**src/core/timer_pkg.sv**
```systemverilog
// constants shared by the match/capture timer and its helpers
// assumes a word-aligned register port with 8-bit byte addresses
package timer_pkg;
	localparam int ADDR_W = 8;
	localparam int NUM_MATCH = 4;
	localparam int NUM_OUT = 2;
	localparam int NUM_EVT = 5;
	// register byte offsets
	localparam logic [7:0] OFF_CTRL = 8'h00;
	localparam logic [7:0] OFF_COUNT = 8'h04;
	localparam logic [7:0] OFF_PRESC = 8'h08;
	localparam logic [7:0] OFF_PCOUNT = 8'h0c;
	localparam logic [7:0] OFF_MATCH0 = 8'h10;
	localparam logic [7:0] MATCH_SPAN = 8'h10;
	localparam logic [7:0] OFF_MCTRL = 8'h20;
	localparam logic [7:0] OFF_CAPVAL = 8'h24;
	localparam logic [7:0] OFF_CAPCFG = 8'h28;
	localparam logic [7:0] OFF_EXT = 8'h2c;
	localparam logic [7:0] OFF_STAT = 8'h30;
	localparam logic [7:0] OFF_CLR = 8'h34;
	localparam logic [7:0] OFF_IEN = 8'h38;
	// field positions
	localparam int CTRL_RUN = 0;
	localparam int CTRL_HOLD = 1;
	localparam int CAP_RISE = 0;
	localparam int CAP_FALL = 1;
	localparam int EXT_PWM = 4;
	localparam int EXT_LVL = 8;
	localparam int EVT_CAP = 4;
	// reset values
	localparam logic [1:0] RST_CTRL = 2'h0;
	localparam logic [7:0] RST_MCTRL = 8'h00;
	localparam logic [1:0] RST_CAPCFG = 2'h0;
	localparam logic [5:0] RST_EXT = 6'h00;
	localparam logic [4:0] RST_IEN = 5'h00;
	// action of a pinned output on its match
	typedef enum logic [1:0] {ACT_NONE, ACT_LOW, ACT_HIGH, ACT_TOGGLE} match_act_e;
endpackage : timer_pkg

```
**src/core/match_out_if.sv**
```systemverilog
// match events and pin levels between the timer core and its output unit
// assumes both ends run on the same clock
interface match_out_if;
	logic [1:0] hit;
	logic [1:0] pwm_high;
	logic [1:0] pwm_en;
	logic [3:0] act;
	logic [1:0] level;
	modport core (output hit, output pwm_high, output pwm_en, output act, input level);
	modport pins (input hit, input pwm_high, input pwm_en, input act, output level);
endinterface : match_out_if

```
**src/core/presc_divider.sv**
```systemverilog
// prescaler: counts clocks and gives a one-cycle tick at its terminal count
// assumes run and clear come from registers in the same clock domain
module presc_divider #(
	parameter int WIDTH = 16
) (
	// clock and reset
	input wire logic core_clk,
	input wire logic nrst,
	// control
	input wire logic run,
	input wire logic clear,
	input wire logic [WIDTH-1:0] limit,
	// result
	output logic tick,
	output logic [WIDTH-1:0] value
);
	logic [WIDTH-1:0] cnt_q;
	logic [WIDTH-1:0] cnt_d;

	assign tick = run && !clear && (cnt_q == limit);
	assign cnt_d = clear ? '0 : (!run ? cnt_q : (tick ? '0 : cnt_q + WIDTH'(1)));
	assign value = cnt_q;

	always_ff @(posedge core_clk or negedge nrst) begin
		if (!nrst) begin
			cnt_q <= '0;
		end else begin
			cnt_q <= cnt_d;
		end
	end

	a_presc_wrap: assert property (@(posedge core_clk) disable iff (!nrst) tick |=> cnt_q == '0)
		else $error("prescaler did not restart after tick");
endmodule : presc_divider

```
**src/core/match_out_unit.sv**
```systemverilog
// pinned match outputs: set, clear, toggle or keep on match, or pwm level
// assumes hit is a one-cycle pulse and pwm_high is the counter-at-or-above-match level
module match_out_unit (
	// clock and reset
	input wire logic core_clk,
	input wire logic nrst,
	// core side
	match_out_if.pins mo
);
	import timer_pkg::*;
	logic [1:0] lvl_q;
	logic [1:0] lvl_d;

	always_comb begin
		lvl_d = lvl_q;
		for (int i = 0; i < NUM_OUT; i++) begin
			if (mo.pwm_en[i]) begin
				lvl_d[i] = mo.pwm_high[i];
			end else if (mo.hit[i]) begin
				unique case (match_act_e'(mo.act[2*i +: 2]))
					ACT_NONE: lvl_d[i] = lvl_q[i];
					ACT_LOW: lvl_d[i] = 1'b0;
					ACT_HIGH: lvl_d[i] = 1'b1;
					ACT_TOGGLE: lvl_d[i] = !lvl_q[i];
				endcase
			end
		end
	end

	always_ff @(posedge core_clk or negedge nrst) begin
		if (!nrst) begin
			lvl_q <= '0;
		end else begin
			lvl_q <= lvl_d;
		end
	end
	assign mo.level = lvl_q;

	a_out_toggle: assert property (@(posedge core_clk) disable iff (!nrst)
		(!mo.pwm_en[0] && mo.hit[0] && mo.act[1:0] == 2'h3) |=> lvl_q[0] != $past(lvl_q[0]))
		else $error("output 0 did not toggle on match");
	a_pwm_level: assert property (@(posedge core_clk) disable iff (!nrst)
		mo.pwm_en[1] |=> lvl_q[1] == $past(mo.pwm_high[1]))
		else $error("pwm output 1 does not follow counter level");
endmodule : match_out_unit

```
**src/core/match_capture_timer.sv**
```systemverilog
// match/capture timer: prescaled counter, four matches, one capture, two pins
// assumes synchronous capture input and a one-cycle strobe register port
// Function
// - The narrow build has a 16-bit counter behind a 16-bit prescaler.
// - The wide build has a 32-bit counter behind a 32-bit prescaler and behaves the same.
// - Four counter-wide match registers flag an equal count and counting goes on.
// - A match can be set to halt the counter, with an optional interrupt.
// - A match can be set to return the counter to zero, with an optional interrupt.
// - Two pinned outputs go low, high, toggle or stay on their match, chosen per output.
// - Matches 0 and 1 can drive their pins as single-edge pwm outputs.
// - Counter and prescaler run on the peripheral clock taken from the system clock.
// - An edge on the capture input latches the count, with an optional interrupt.
//
// Added by the designer: the register addresses and strobed register access.
module match_capture_timer #(
	parameter int WIDTH = 16
) (
	// clock and reset
	input wire logic core_clk,
	input wire logic nrst,
	// register port
	input wire logic [timer_pkg::ADDR_W-1:0] reg_addr,
	input wire logic [31:0] reg_wdata,
	input wire logic reg_wr,
	input wire logic reg_rd,
	output logic [31:0] reg_rdata,
	// capture pin
	input wire logic capture_in,
	// match pins
	output logic [timer_pkg::NUM_OUT-1:0] match_out,
	// interrupt
	output logic irq
);
	import timer_pkg::*;

	function automatic logic sel(input logic [ADDR_W-1:0] a, input logic [ADDR_W-1:0] off);
		return a == off;
	endfunction : sel

	function automatic logic [31:0] ext(input logic [WIDTH-1:0] v);
		logic [31:0] r;
		r = '0;
		r[WIDTH-1:0] = v;
		return r;
	endfunction : ext

	logic [1:0] ctrl_q;
	logic [1:0] ctrl_d;
	logic [WIDTH-1:0] count_q;
	logic [WIDTH-1:0] count_d;
	logic [WIDTH-1:0] presc_lim_q;
	logic [WIDTH-1:0] match_q [NUM_MATCH];
	logic [7:0] mctrl_q;
	logic [1:0] capcfg_q;
	logic cap_prev_q;
	logic [WIDTH-1:0] cap_val_q;
	logic [5:0] ext_q;
	logic [NUM_EVT-1:0] stat_q;
	logic [NUM_EVT-1:0] stat_d;
	logic [NUM_EVT-1:0] ien_q;
	logic irq_q;
	logic [31:0] rdata_q;
	logic [31:0] rdata_d;

	// decode
	wire wr_ctrl = reg_wr && sel(reg_addr, OFF_CTRL);
	wire wr_count = reg_wr && sel(reg_addr, OFF_COUNT);
	wire wr_presc = reg_wr && sel(reg_addr, OFF_PRESC);
	wire wr_mctrl = reg_wr && sel(reg_addr, OFF_MCTRL);
	wire wr_capcfg = reg_wr && sel(reg_addr, OFF_CAPCFG);
	wire wr_ext = reg_wr && sel(reg_addr, OFF_EXT);
	wire wr_clr = reg_wr && sel(reg_addr, OFF_CLR);
	wire wr_ien = reg_wr && sel(reg_addr, OFF_IEN);
	wire [7:0] match_off = reg_addr - OFF_MATCH0;
	wire is_match = (match_off < MATCH_SPAN) && (match_off[1:0] == 2'h0);
	wire [1:0] match_idx = match_off[3:2];
	wire wr_match = reg_wr && is_match;

	// prescaler; counter and prescaler held at zero while the hold bit is set
	// lowering the limit below a running prescale count stalls it until it wraps, so set hold first
	wire run = ctrl_q[CTRL_RUN];
	wire hold = ctrl_q[CTRL_HOLD];
	wire tick;
	wire [WIDTH-1:0] presc_val;

	presc_divider #(
		.WIDTH(WIDTH)
	) u_presc (
		.core_clk(core_clk),
		.nrst(nrst),
		.run(run),
		.clear(hold),
		.limit(presc_lim_q),
		.tick(tick),
		.value(presc_val)
	);

	// match detection only on a counting step, so a stopped count does not refire
	logic [NUM_MATCH-1:0] match_hit;
	genvar gi;
	generate
		for (gi = 0; gi < NUM_MATCH; gi++) begin : g_hit
			assign match_hit[gi] = tick && (count_q == match_q[gi]);
		end
	endgenerate

	logic [NUM_MATCH-1:0] rst_bits;
	logic [NUM_MATCH-1:0] stop_bits;
	always_comb begin
		for (int i = 0; i < NUM_MATCH; i++) begin
			rst_bits[i] = mctrl_q[2*i];
			stop_bits[i] = mctrl_q[2*i+1];
		end
	end
	wire any_reset = |(match_hit & rst_bits);
	wire any_stop = |(match_hit & stop_bits);

	// counter next value: software write wins, then hold, then match actions
	always_comb begin
		if (wr_count) begin
			count_d = reg_wdata[WIDTH-1:0];
		end else if (hold || any_reset) begin
			count_d = '0;
		end else if (any_stop) begin
			count_d = count_q;
		end else if (tick) begin
			count_d = count_q + WIDTH'(1);
		end else begin
			count_d = count_q;
		end
	end

	// a stop match clears the run bit unless software writes control that cycle
	always_comb begin
		ctrl_d = ctrl_q;
		if (wr_ctrl) begin
			ctrl_d = reg_wdata[1:0];
		end else if (any_stop) begin
			ctrl_d[CTRL_RUN] = 1'b0;
		end
	end

	// capture edge; capture_in is already synchronous to core_clk
	// the last-sample flop resets low like the idle pin, so reset gives no false rising capture
	wire cap_rise = capcfg_q[CAP_RISE] && capture_in && !cap_prev_q;
	wire cap_fall = capcfg_q[CAP_FALL] && !capture_in && cap_prev_q;
	wire cap_evt = cap_rise || cap_fall;

	// sticky flags: a new event beats a clear in the same cycle
	wire [NUM_EVT-1:0] events = {cap_evt, match_hit};
	wire [NUM_EVT-1:0] clr_mask = wr_clr ? reg_wdata[NUM_EVT-1:0] : '0;
	assign stat_d = (stat_q & ~clr_mask) | events;

	// pinned outputs follow matches 0 and 1; match 3 is meant to set the period
	match_out_if mo_if ();
	assign mo_if.hit = match_hit[1:0];
	assign mo_if.act = ext_q[3:0];
	assign mo_if.pwm_en = ext_q[EXT_PWM +: 2];
	assign mo_if.pwm_high[0] = count_q >= match_q[0];
	assign mo_if.pwm_high[1] = count_q >= match_q[1];

	match_out_unit u_out (
		.core_clk(core_clk),
		.nrst(nrst),
		.mo(mo_if.pins)
	);

	// read mux; unmapped and write-only offsets read as zero
	always_comb begin
		rdata_d = '0;
		if (reg_rd) begin
			if (is_match) begin
				rdata_d = ext(match_q[match_idx]);
			end else begin
				unique case (reg_addr)
					OFF_CTRL: rdata_d = {30'h0, ctrl_q};
					OFF_COUNT: rdata_d = ext(count_q);
					OFF_PRESC: rdata_d = ext(presc_lim_q);
					OFF_PCOUNT: rdata_d = ext(presc_val);
					OFF_MCTRL: rdata_d = {24'h0, mctrl_q};
					OFF_CAPVAL: rdata_d = ext(cap_val_q);
					OFF_CAPCFG: rdata_d = {30'h0, capcfg_q};
					OFF_EXT: rdata_d = {22'h0, mo_if.level, 2'h0, ext_q};
					OFF_STAT: rdata_d = {27'h0, stat_q};
					OFF_IEN: rdata_d = {27'h0, ien_q};
					default: rdata_d = '0;
				endcase
			end
		end
	end

	always_ff @(posedge core_clk or negedge nrst) begin
		if (!nrst) begin
			ctrl_q <= RST_CTRL;
			count_q <= '0;
			presc_lim_q <= '0;
			mctrl_q <= RST_MCTRL;
			capcfg_q <= RST_CAPCFG;
			ext_q <= RST_EXT;
			ien_q <= RST_IEN;
		end else begin
			ctrl_q <= ctrl_d;
			count_q <= count_d;
			if (wr_presc) begin
				presc_lim_q <= reg_wdata[WIDTH-1:0];
			end
			if (wr_mctrl) begin
				mctrl_q <= reg_wdata[7:0];
			end
			if (wr_capcfg) begin
				capcfg_q <= reg_wdata[1:0];
			end
			if (wr_ext) begin
				ext_q <= reg_wdata[5:0];
			end
			if (wr_ien) begin
				ien_q <= reg_wdata[NUM_EVT-1:0];
			end
		end
	end

	always_ff @(posedge core_clk or negedge nrst) begin
		if (!nrst) begin
			for (int i = 0; i < NUM_MATCH; i++) begin
				match_q[i] <= '0;
			end
		end else if (wr_match) begin
			match_q[match_idx] <= reg_wdata[WIDTH-1:0];
		end
	end

	always_ff @(posedge core_clk or negedge nrst) begin
		if (!nrst) begin
			cap_prev_q <= 1'b0;
			cap_val_q <= '0;
		end else begin
			cap_prev_q <= capture_in;
			if (cap_evt) begin
				cap_val_q <= count_q;
			end
		end
	end

	always_ff @(posedge core_clk or negedge nrst) begin
		if (!nrst) begin
			stat_q <= '0;
			irq_q <= 1'b0;
			rdata_q <= '0;
		end else begin
			stat_q <= stat_d;
			irq_q <= |(stat_q & ien_q);
			rdata_q <= rdata_d;
		end
	end

	assign reg_rdata = rdata_q;
	assign irq = irq_q;
	assign match_out = mo_if.level;

	// counter and prescaler
	a_count_step: assert property (@(posedge core_clk) disable iff (!nrst)
		(tick && !any_reset && !any_stop && !wr_count && !hold)
		|=> count_q == $past(count_q) + WIDTH'(1))
		else $error("counter did not step on prescaler tick");
	a_count_idle: assert property (@(posedge core_clk) disable iff (!nrst)
		(!tick && !wr_count && !hold)
		|=> $stable(count_q))
		else $error("counter moved without a tick");
	a_count_write: assert property (@(posedge core_clk) disable iff (!nrst)
		wr_count
		|=> count_q == $past(reg_wdata[WIDTH-1:0]))
		else $error("counter write did not land");
	a_hold_zero: assert property (@(posedge core_clk) disable iff (!nrst)
		(hold && !wr_count)
		|=> count_q == '0 && presc_val == '0)
		else $error("hold did not zero counter and prescaler");
	a_match_reset: assert property (@(posedge core_clk) disable iff (!nrst)
		(any_reset && !wr_count)
		|=> count_q == '0)
		else $error("reset match did not zero the counter");
	// stop leaves the run bit low, so no tick follows
	a_match_stop: assert property (@(posedge core_clk) disable iff (!nrst)
		(any_stop && !wr_ctrl)
		|=> !run ##1 !tick)
		else $error("stop match did not halt the counter");
	a_stop_keep: assert property (@(posedge core_clk) disable iff (!nrst)
		(any_stop && !any_reset && !wr_count)
		|=> $stable(count_q))
		else $error("stop match moved the counter");
	a_match_write: assert property (@(posedge core_clk) disable iff (!nrst)
		wr_match
		|=> match_q[$past(match_idx)] == $past(reg_wdata[WIDTH-1:0]))
		else $error("match register write did not land");

	// flags, interrupt and capture
	a_match_flag: assert property (@(posedge core_clk) disable iff (!nrst)
		match_hit[3]
		|=> stat_q[3] ##1 (irq_q == ien_q[3] || $past(|(stat_q & ien_q))))
		else $error("match flag or interrupt missing");
	a_flag_set: assert property (@(posedge core_clk) disable iff (!nrst)
		(|events)
		|=> (stat_q & $past(events)) == $past(events))
		else $error("event did not set its flag");
	a_flag_clear: assert property (@(posedge core_clk) disable iff (!nrst)
		(wr_clr && events == '0)
		|=> (stat_q & $past(clr_mask)) == '0)
		else $error("clear did not drop the flags");
	a_flag_sticky: assert property (@(posedge core_clk) disable iff (!nrst)
		(stat_q[0] && !wr_clr)
		|=> stat_q[0])
		else $error("flag dropped without a clear");
	a_irq_level: assert property (@(posedge core_clk) disable iff (!nrst)
		irq_q == $past(|(stat_q & ien_q)))
		else $error("interrupt does not follow enabled flags");
	a_irq_masked: assert property (@(posedge core_clk) disable iff (!nrst)
		(ien_q == '0)
		|=> !irq_q)
		else $error("interrupt raised with all enables off");
	a_cap_latch: assert property (@(posedge core_clk) disable iff (!nrst)
		cap_evt
		|=> cap_val_q == $past(count_q) && stat_q[EVT_CAP])
		else $error("capture did not latch count");
	a_cap_quiet: assert property (@(posedge core_clk) disable iff (!nrst)
		!cap_evt
		|=> $stable(cap_val_q))
		else $error("captured value moved without an edge");

	// register port
	a_read_data: assert property (@(posedge core_clk) disable iff (!nrst)
		(reg_rd && sel(reg_addr, OFF_STAT))
		|=> reg_rdata == {27'h0, $past(stat_q)})
		else $error("status read returned wrong data");
	a_ext_read: assert property (@(posedge core_clk) disable iff (!nrst)
		(reg_rd && sel(reg_addr, OFF_EXT))
		|=> reg_rdata[EXT_LVL +: NUM_OUT] == $past(match_out))
		else $error("pin levels read back wrong");
	a_rdata_idle: assert property (@(posedge core_clk) disable iff (!nrst)
		!reg_rd
		|=> reg_rdata == '0)
		else $error("read data not zero outside a read");
endmodule : match_capture_timer

```
**config.mk**
```make
export PLATFORM = sky130hd
export DESIGN_NAME = match_capture_timer
export DESIGN_NICKNAME = d
export VERILOG_FILES = /design/src/core/timer_pkg.sv /design/src/core/match_out_if.sv /design/src/core/presc_divider.sv /design/src/core/match_out_unit.sv /design/src/core/match_capture_timer.sv
export SDC_FILE = /design/constraint.sdc
export NUM_CORES = 1
export LEC_CHECK = 0
export ABC_CLOCK_PERIOD_IN_PS = 8280
export CORE_MARGIN = 10
export CORE_UTILIZATION = 35
export DETAILED_ROUTE_END_ITERATION = 10
export DONT_BUFFER_PORTS = 1
export PLACE_DENSITY = 0.5
export SYNTH_ARGS = -nofsm -noshare
export SYNTH_HDL_FRONTEND = slang
export SYNTH_HIERARCHICAL = 1
export SYNTH_SLANG_ARGS = --single-unit
export TNS_END_PERCENT = 50
```
**constraint.sdc**
```tcl
create_clock -name core_clk -period 8.28 [get_ports core_clk]
set_input_delay 2.07 -clock core_clk [delete_from_list [all_inputs] [get_ports core_clk]]
set_output_delay 2.07 -clock core_clk [all_outputs]
set_load 0.05 [all_outputs]
```
==> results of run 1 <==
-- cells in the mapped netlist (5+ instances only) --
library cell	number
a221oi_1	6
or4b_1	8
a222oi_1	13
mux2_1	14
nor2b_1	6
a22o_1	5
inv_1	45
mux2_2	60
o21ai_1	5
nand4b_1	6
nor2_1	23
o21ai_0	60
a22oi_2	5
xor2_1	33
dfrtp_1	176
nor3_1	10
a2bb2oi_2	5
mux4_2	16
nand2_1	111
xnor2_1	12
a21o_1	8
buf_6	7
nand3_1	27
a21oi_1	36
a31oi_1	15
clkbuf_1	43
a22oi_1	31
nand2b_1	11
buf_4	17
ha_1	34
nand4_1	23
nor4_1	9
and3_1	15
-- state kept, by name (all words and copies together) (netlist names), 5 cells and up --
name,flops
match_q,64
count_q,16
mctrl_q,8
reg_rdata,16
u_presc/value,16
presc_lim_q,16
ien_q,5
stat_q,5
ext_q,6
cap_val_q,16
-- power groups by stage --
stage | clock, W | combinational (W) | sequential, W
2_1_floorplan | 0 | 0.000255 | 0.000973
3_3_place_gp | 0 | 0.000290 | 0.00101
3_5_place_dp | 0 | 0.000293 | 0.00102
4_1_cts | 0.000883 | 0.000295 | 0.000999
5_1_grt | 0.000919 | 0.000326 | 0.00101
6_report | 0.000864 | 0.000294 | 0.000999
-- stage by stage --
step                      setup WS, ps  utilization
after floorplan                   4235            -
after global placement            3461       0.3660
after detailed placement          3440       0.3660
after CTS                         3818       0.3879
after global routing              3520       0.3879
final                             3747       0.3879
-- area by class of cell --
cell class	count	area, µm²
sequential	176	4404
tap	378	473.0
clock inverter	13	187.7
clock buffer	17	425.4
multi-input combinational	681	5109
inverter	45	168.9
timing repair buffer	13	97.59
fill	2760	17150
-- cell families after synthesis --
family / count (synthesis)
DFF: 176
buffers and inverters: 119
and+or+nand+nor: 274
muxes: 91
AOI/OAI and AO/OA: 218
xor gates and xnor gates: 48
adders and majority gates: 34
other: 1
-- worst max-delay path by stage --
stage | to | slack (ps)
CTS | count_q[11] | 3820
global placement | count_q[11] | 3460
global route | count_q[13] | 3520
floorplan | count_q[10] | 4240
finish | count_q[11] | 3750
detailed placement | count_q[11] | 3440
-- cell usage in the layout, fill, tap and decap left out, types with 6 or more instances in the layout --
cell	count
dfrtp_1	176
nand2_1	111
o21ai_0	60
mux2_2	60
inv_1	45
a21oi_1	36
ha_1	34
xor2_1	33
a22oi_1	31
nand3_1	27
nor2_1	23
nand4_1	23
clkbuf_16	17
mux4_2	16
conb_1	16
a31oi_1	15
and3_1	15
mux2_1	14
a222oi_1	13
buf_4	13
xnor2_1	12
nand2b_1	11
nor3_1	8
or4b_1	8
a21o_1	8
nor4_1	7
a221oi_1	6
nor2b_1	6
nand4b_1	6
-- routing by layer --
layer,vias up,track usage
li1,3459,-
met1,3819,0.2424
met2,193,0.2459
met3,25,0.02848
met4,0,0.03724
met5,-,0
==> flow_summary.ini, run 1 <==
[worst_hold_path]
hold_path_end = cap_val_q[1]
hold-path-cell-count = 1
hold_path_class = flop to flop
hold_start = cap_val_q[1]

[synth]
ys_types = 65
syn_area_um2 = 10000
synth-seq-cells = 176
avgSynthCellArea_um2 = 10.41
ys_top_cells_by_area = dfrtp_1 44%, mux2_2 6.8%, ha_1 4.3%
ys.warnings.count = 6
synth_top_family_by_area = compound AO/OA/AOI/OAI gates
synth_ff_type = dfrtp_1
synth-edff-count = 0
yosys.area_share.xor_xnor = 0.04429
async_reset_ff_frac = 1.000
yosysTopAreaCell = dfrtp_1
yosysSeqAreaShare = 0.4404
synthMuxAreaShare = 0.1204
synthAdderAreaFrac = 0.04254
postSynthCellCount = 961
yosys.area.top_type_share = 0.4404
synth_compound_area_frac = 0.1528
synth-simple-area-share = 0.1426

[worst_setup_path]
path_cells = xor2_1, nor4_1, nand4_2, nor2_1, inv_1, nor2_1, nand3_1, nor4_1, or3_1, buf_4, a22oi_1, o221a_1
cp_top_family = simple AND/OR/NAND/NOR gates
cp_slowest_cell = nor2_1
cp_max_fo = 31
cp.depth = 12
rrSetupSlack_ps = 3750
path_buf_inv = 2
arrival_ps = 4860
end_kind = flop
cp.required_ps = 8600
timing.rr.end = count_q[11]
worstSetupPathType = flop to flop
timing.rr.start = u_presc/value[0]
cp-start-kind = flop
r2r_cells = 12
slowest_delay_ps = 730
crit_start = u_presc/value[0]

[drt]
routed.top_layer = met4
drt_iter0_drc = 682
m1WireLength_um = 14370
wl_met3_um = 1365
viasPerCell = 5.666
route.met2.wl_um = 13350
routed_wl_um = 29440
drc = 0
drtPass1Iterations = 5
ant_nets = 0
vias = 7496
wl_per_cell_um = 22.25

[global_route]
grt_max_degree = 177
grt_remaining_overflow = 0
grtUsageTotal = 0.1649
antenna_found_initial = 0
grt_pass1_wl_um = 46000
grt_pass1_vias = 7401

[clock_tree]
cts_resized = 0
clk_pin_slew_worst_paths_ps = 70
clk_latency_ps = 430
root_buffer = clkbuf_16
cts.path.max_buffers = 2
h-tree-depth = 4
cts_tree = yes
numClockSinks = 176
postCtsSetupBuffers = 0
numCtsBuffers = 17
cts_hold_buf = 0

[power_and_ir_drop]
share_comb_of_total_power = 0.136
total_power_w = 0.002157
vdd_ir_drop_max_uv = 130.2
switching_power_w = 0.0006210
seqPwrFrac = 0.463
p_clk_frac = 0.401
p_int_w = 0.001536
power_leakage_nw = 4.945
powerDensity_nw_per_um2 = 198.5
netSwitchingFraction = 0.2879

[floorplanning]
num_rows = 61
die_h_um = 189.0
fp.coreArea_um2 = 28010
start_util = 0.3570
die_area_um2 = 35730
die_w_um = 189.0
io_pins = 80

[placement]
portBuffers = 0
place.detailed.hpwl_um = 21240
placed_cells = 1293
placed_cell_area_um2 = 10250
gp_congestion = 0.8554

[sta]
rsz0062_at_grt = no
worst_clock_skew_ps = 9.541
fin_crit_ps = 4533
drv_slew = 0
max_slew_margin = 0.2617
tightest_slew_ps = 1107
report.final.setup_viol = 0
fin_tns_setup_ps = 0
hold_violations = 0
hold_ws_ps = 512.1
period_share = 0.5474
max_freq_ghz = 0.2206

[finish]
final_cell_area_um2 = 10870
drive_gt1_frac = 0.1513
n_antenna_cell = 0
stdcell_count = 1323
area_delta_synth_final_pct = 8.645
nNetsFinal = 1013

[outcome]
status = completed

[flow_run]
maxCapViolations = 0
Power figures use the tool's default switching activity.
==> run 2, diff against run 1 <==
- ABC_CLOCK_PERIOD_IN_PS: 8280 -> 4250
- clock period: 8.28 -> 4.25 ns (I/O delays scaled with it)
==> flow_summary.ini, run 2 (synthesis results as in run 1) <==
[global_route]
grt_pass1_wl_um = 45840
grtUsageTotal = 0.1645
antenna_found_initial = 0
grt_remaining_overflow = 0
grt_pass1_vias = 7299
grt_max_degree = 177

[floorplanning]
die_h_um = 189.0
fp.coreArea_um2 = 28010
io_pins = 80
die_w_um = 189.0
start_util = 0.3570
num_rows = 61
die_area_um2 = 35730

[clock_tree]
numCtsBuffers = 17
cts_resized = 0
postCtsSetupBuffers = 0
cts.path.max_buffers = 2
h-tree-depth = 4
cts_tree = yes
clk_pin_slew_worst_paths_ps = 70
root_buffer = clkbuf_16
numClockSinks = 176
clk_latency_ps = 430
cts_hold_buf = 0

[power_and_ir_drop]
netSwitchingFraction = 0.2941
seqPwrFrac = 0.461
p_int_w = 0.002973
switching_power_w = 0.001238
share_comb_of_total_power = 0.139
p_clk_frac = 0.400
vdd_ir_drop_max_uv = 230.2
power_leakage_nw = 4.995
powerDensity_nw_per_um2 = 385.1

[drt]
wl_per_cell_um = 22.35
drt_iter0_drc = 775
vias = 7573
ant_nets = 0
drtPass1Iterations = 5
drc = 0
routed_wl_um = 29800
viasPerCell = 5.681

[placement]
gp_congestion = 0.8659
place_ws_ps = 651.2
portBuffers = 0
place.detailed.hpwl_um = 21520

[sta]
worst_clock_skew_ps = 14.37
period_share = 0.8789
hold_violations = 0
max_freq_ghz = 0.2677
fin_crit_ps = 3735
fin_ws_ps = 514.8
rsz0062_at_grt = no
report.final.setup_viol = 0
tightest_slew_ps = 823.2
max_slew_margin = 0.4499
drv_slew = 0
fin_tns_setup_ps = 0

[worst_setup_path]
timing.rr.end = count_q[11]
rrSetupSlack_ps = 510
cp_max_fo = 31
end_kind = flop
timing.rr.start = u_presc/value[0]
cp.required_ps = 4570
cp-start-kind = flop
worstSetupPathType = flop to flop
arrival_ps = 4060
r2r_cells = 13

[finish]
final_cell_mix = 176 x dfrtp_1, 111 x nand2_1, 60 x o21ai_0, 60 x mux2_2, 45 x inv_1
regMostFlops = match_q
fillerInstances = 2739
n_antenna_cell = 0
nNetsFinal = 1021
multi_input_area_um2 = 5109
seq_area_um2 = 4404
layout_commonest_cell = dfrtp_1
largest_reg_flops = 64
drive_gt1_frac = 0.1602
area_delta_synth_final_pct = 9.321

[flow_run]
maxCapViolations = 0

[outcome]
status = completed

[worst_hold_path]
hold_path_class = input port to async pin
run 2: changes by cell type in the layout (fill, tap and decap cells not counted):
cell        previous run  this run
buf_4                 13        21
clkinv_4               2         4
inv_8                  0         2
bufinv_16              4         3
clkbuf_8               0         1
clkinvlp_4             3         2
inv_6                  2         1
run 2: power groups by stage:
| stage | sequential [W] | clock [W] | combinational [W] |
|---|---|---|---|
| after global placement | 0.00197 | 0 | 0.000580 |
| after floorplan | 0.00190 | 0 | 0.000497 |
| final | 0.00194 | 0.00168 | 0.000586 |
| after global routing | 0.00196 | 0.00178 | 0.000649 |
| after CTS | 0.00194 | 0.00172 | 0.000586 |
| after detailed placement | 0.00197 | 0 | 0.000584 |
run 2: cell type report:
class,count,area share
multi-input cells,681,0.4673
clock buffers,18,0.04017
clock inverters,14,0.01659
inverters,45,0.01545
flip-flops and latches,176,0.4028
repair buffers,21,0.01442
well taps,378,0.04326
run 2: worst max-delay path, cell delays in order (launching register included):
cell and delay, ps:
dfrtp_1 480, xor2_1 200, nor4_1 400, nand4_2 150, nor2_1 600, inv_1 190, nor2_1 150, nand3_1 80
nor4_1 290, buf_4 210, or3_1 110, buf_4 330, a22oi_1 160, o221a_1 260
run 2: how the worst max path moves through the flow:
stage	slack (ps)	depth (start not counted)	startpoint	end
2_1_floorplan	1140	14	u_presc/value[0]	count_q[9]
3_3_place_gp	770	13	u_presc/value[0]	count_q[13]
3_5_place_dp	650	13	u_presc/value[0]	count_q[11]
4_1_cts	630	13	u_presc/value[0]	count_q[11]
5_1_grt	370	13	u_presc/value[0]	count_q[11]
6_report	510	13	u_presc/value[0]	count_q[11]
run 2: metrics by stage:
stage	cells	hold WS, ps	util	total power, W	instance area, µm²
2_1_floorplan	976	463.7	-	0.002393	10060
3_3_place_gp	1301	486.1	0.3682	0.002551	10310
3_5_place_dp	1301	496.7	0.3682	0.002557	10310
4_1_cts	1333	317.8	0.3903	0.004242	10930
5_1_grt	1333	311.9	0.3903	0.004384	10930
6_report	1333	340.3	0.3903	0.004211	10930
run 2: layer usage:
layer  GRT usage  up-vias  share of wire
li1            -     3473              -
met4     0.03297        0          0.011
met1      0.2373     3868           0.48
met5           0        -              0
met3     0.03087       16          0.055
met2      0.2507      216           0.46
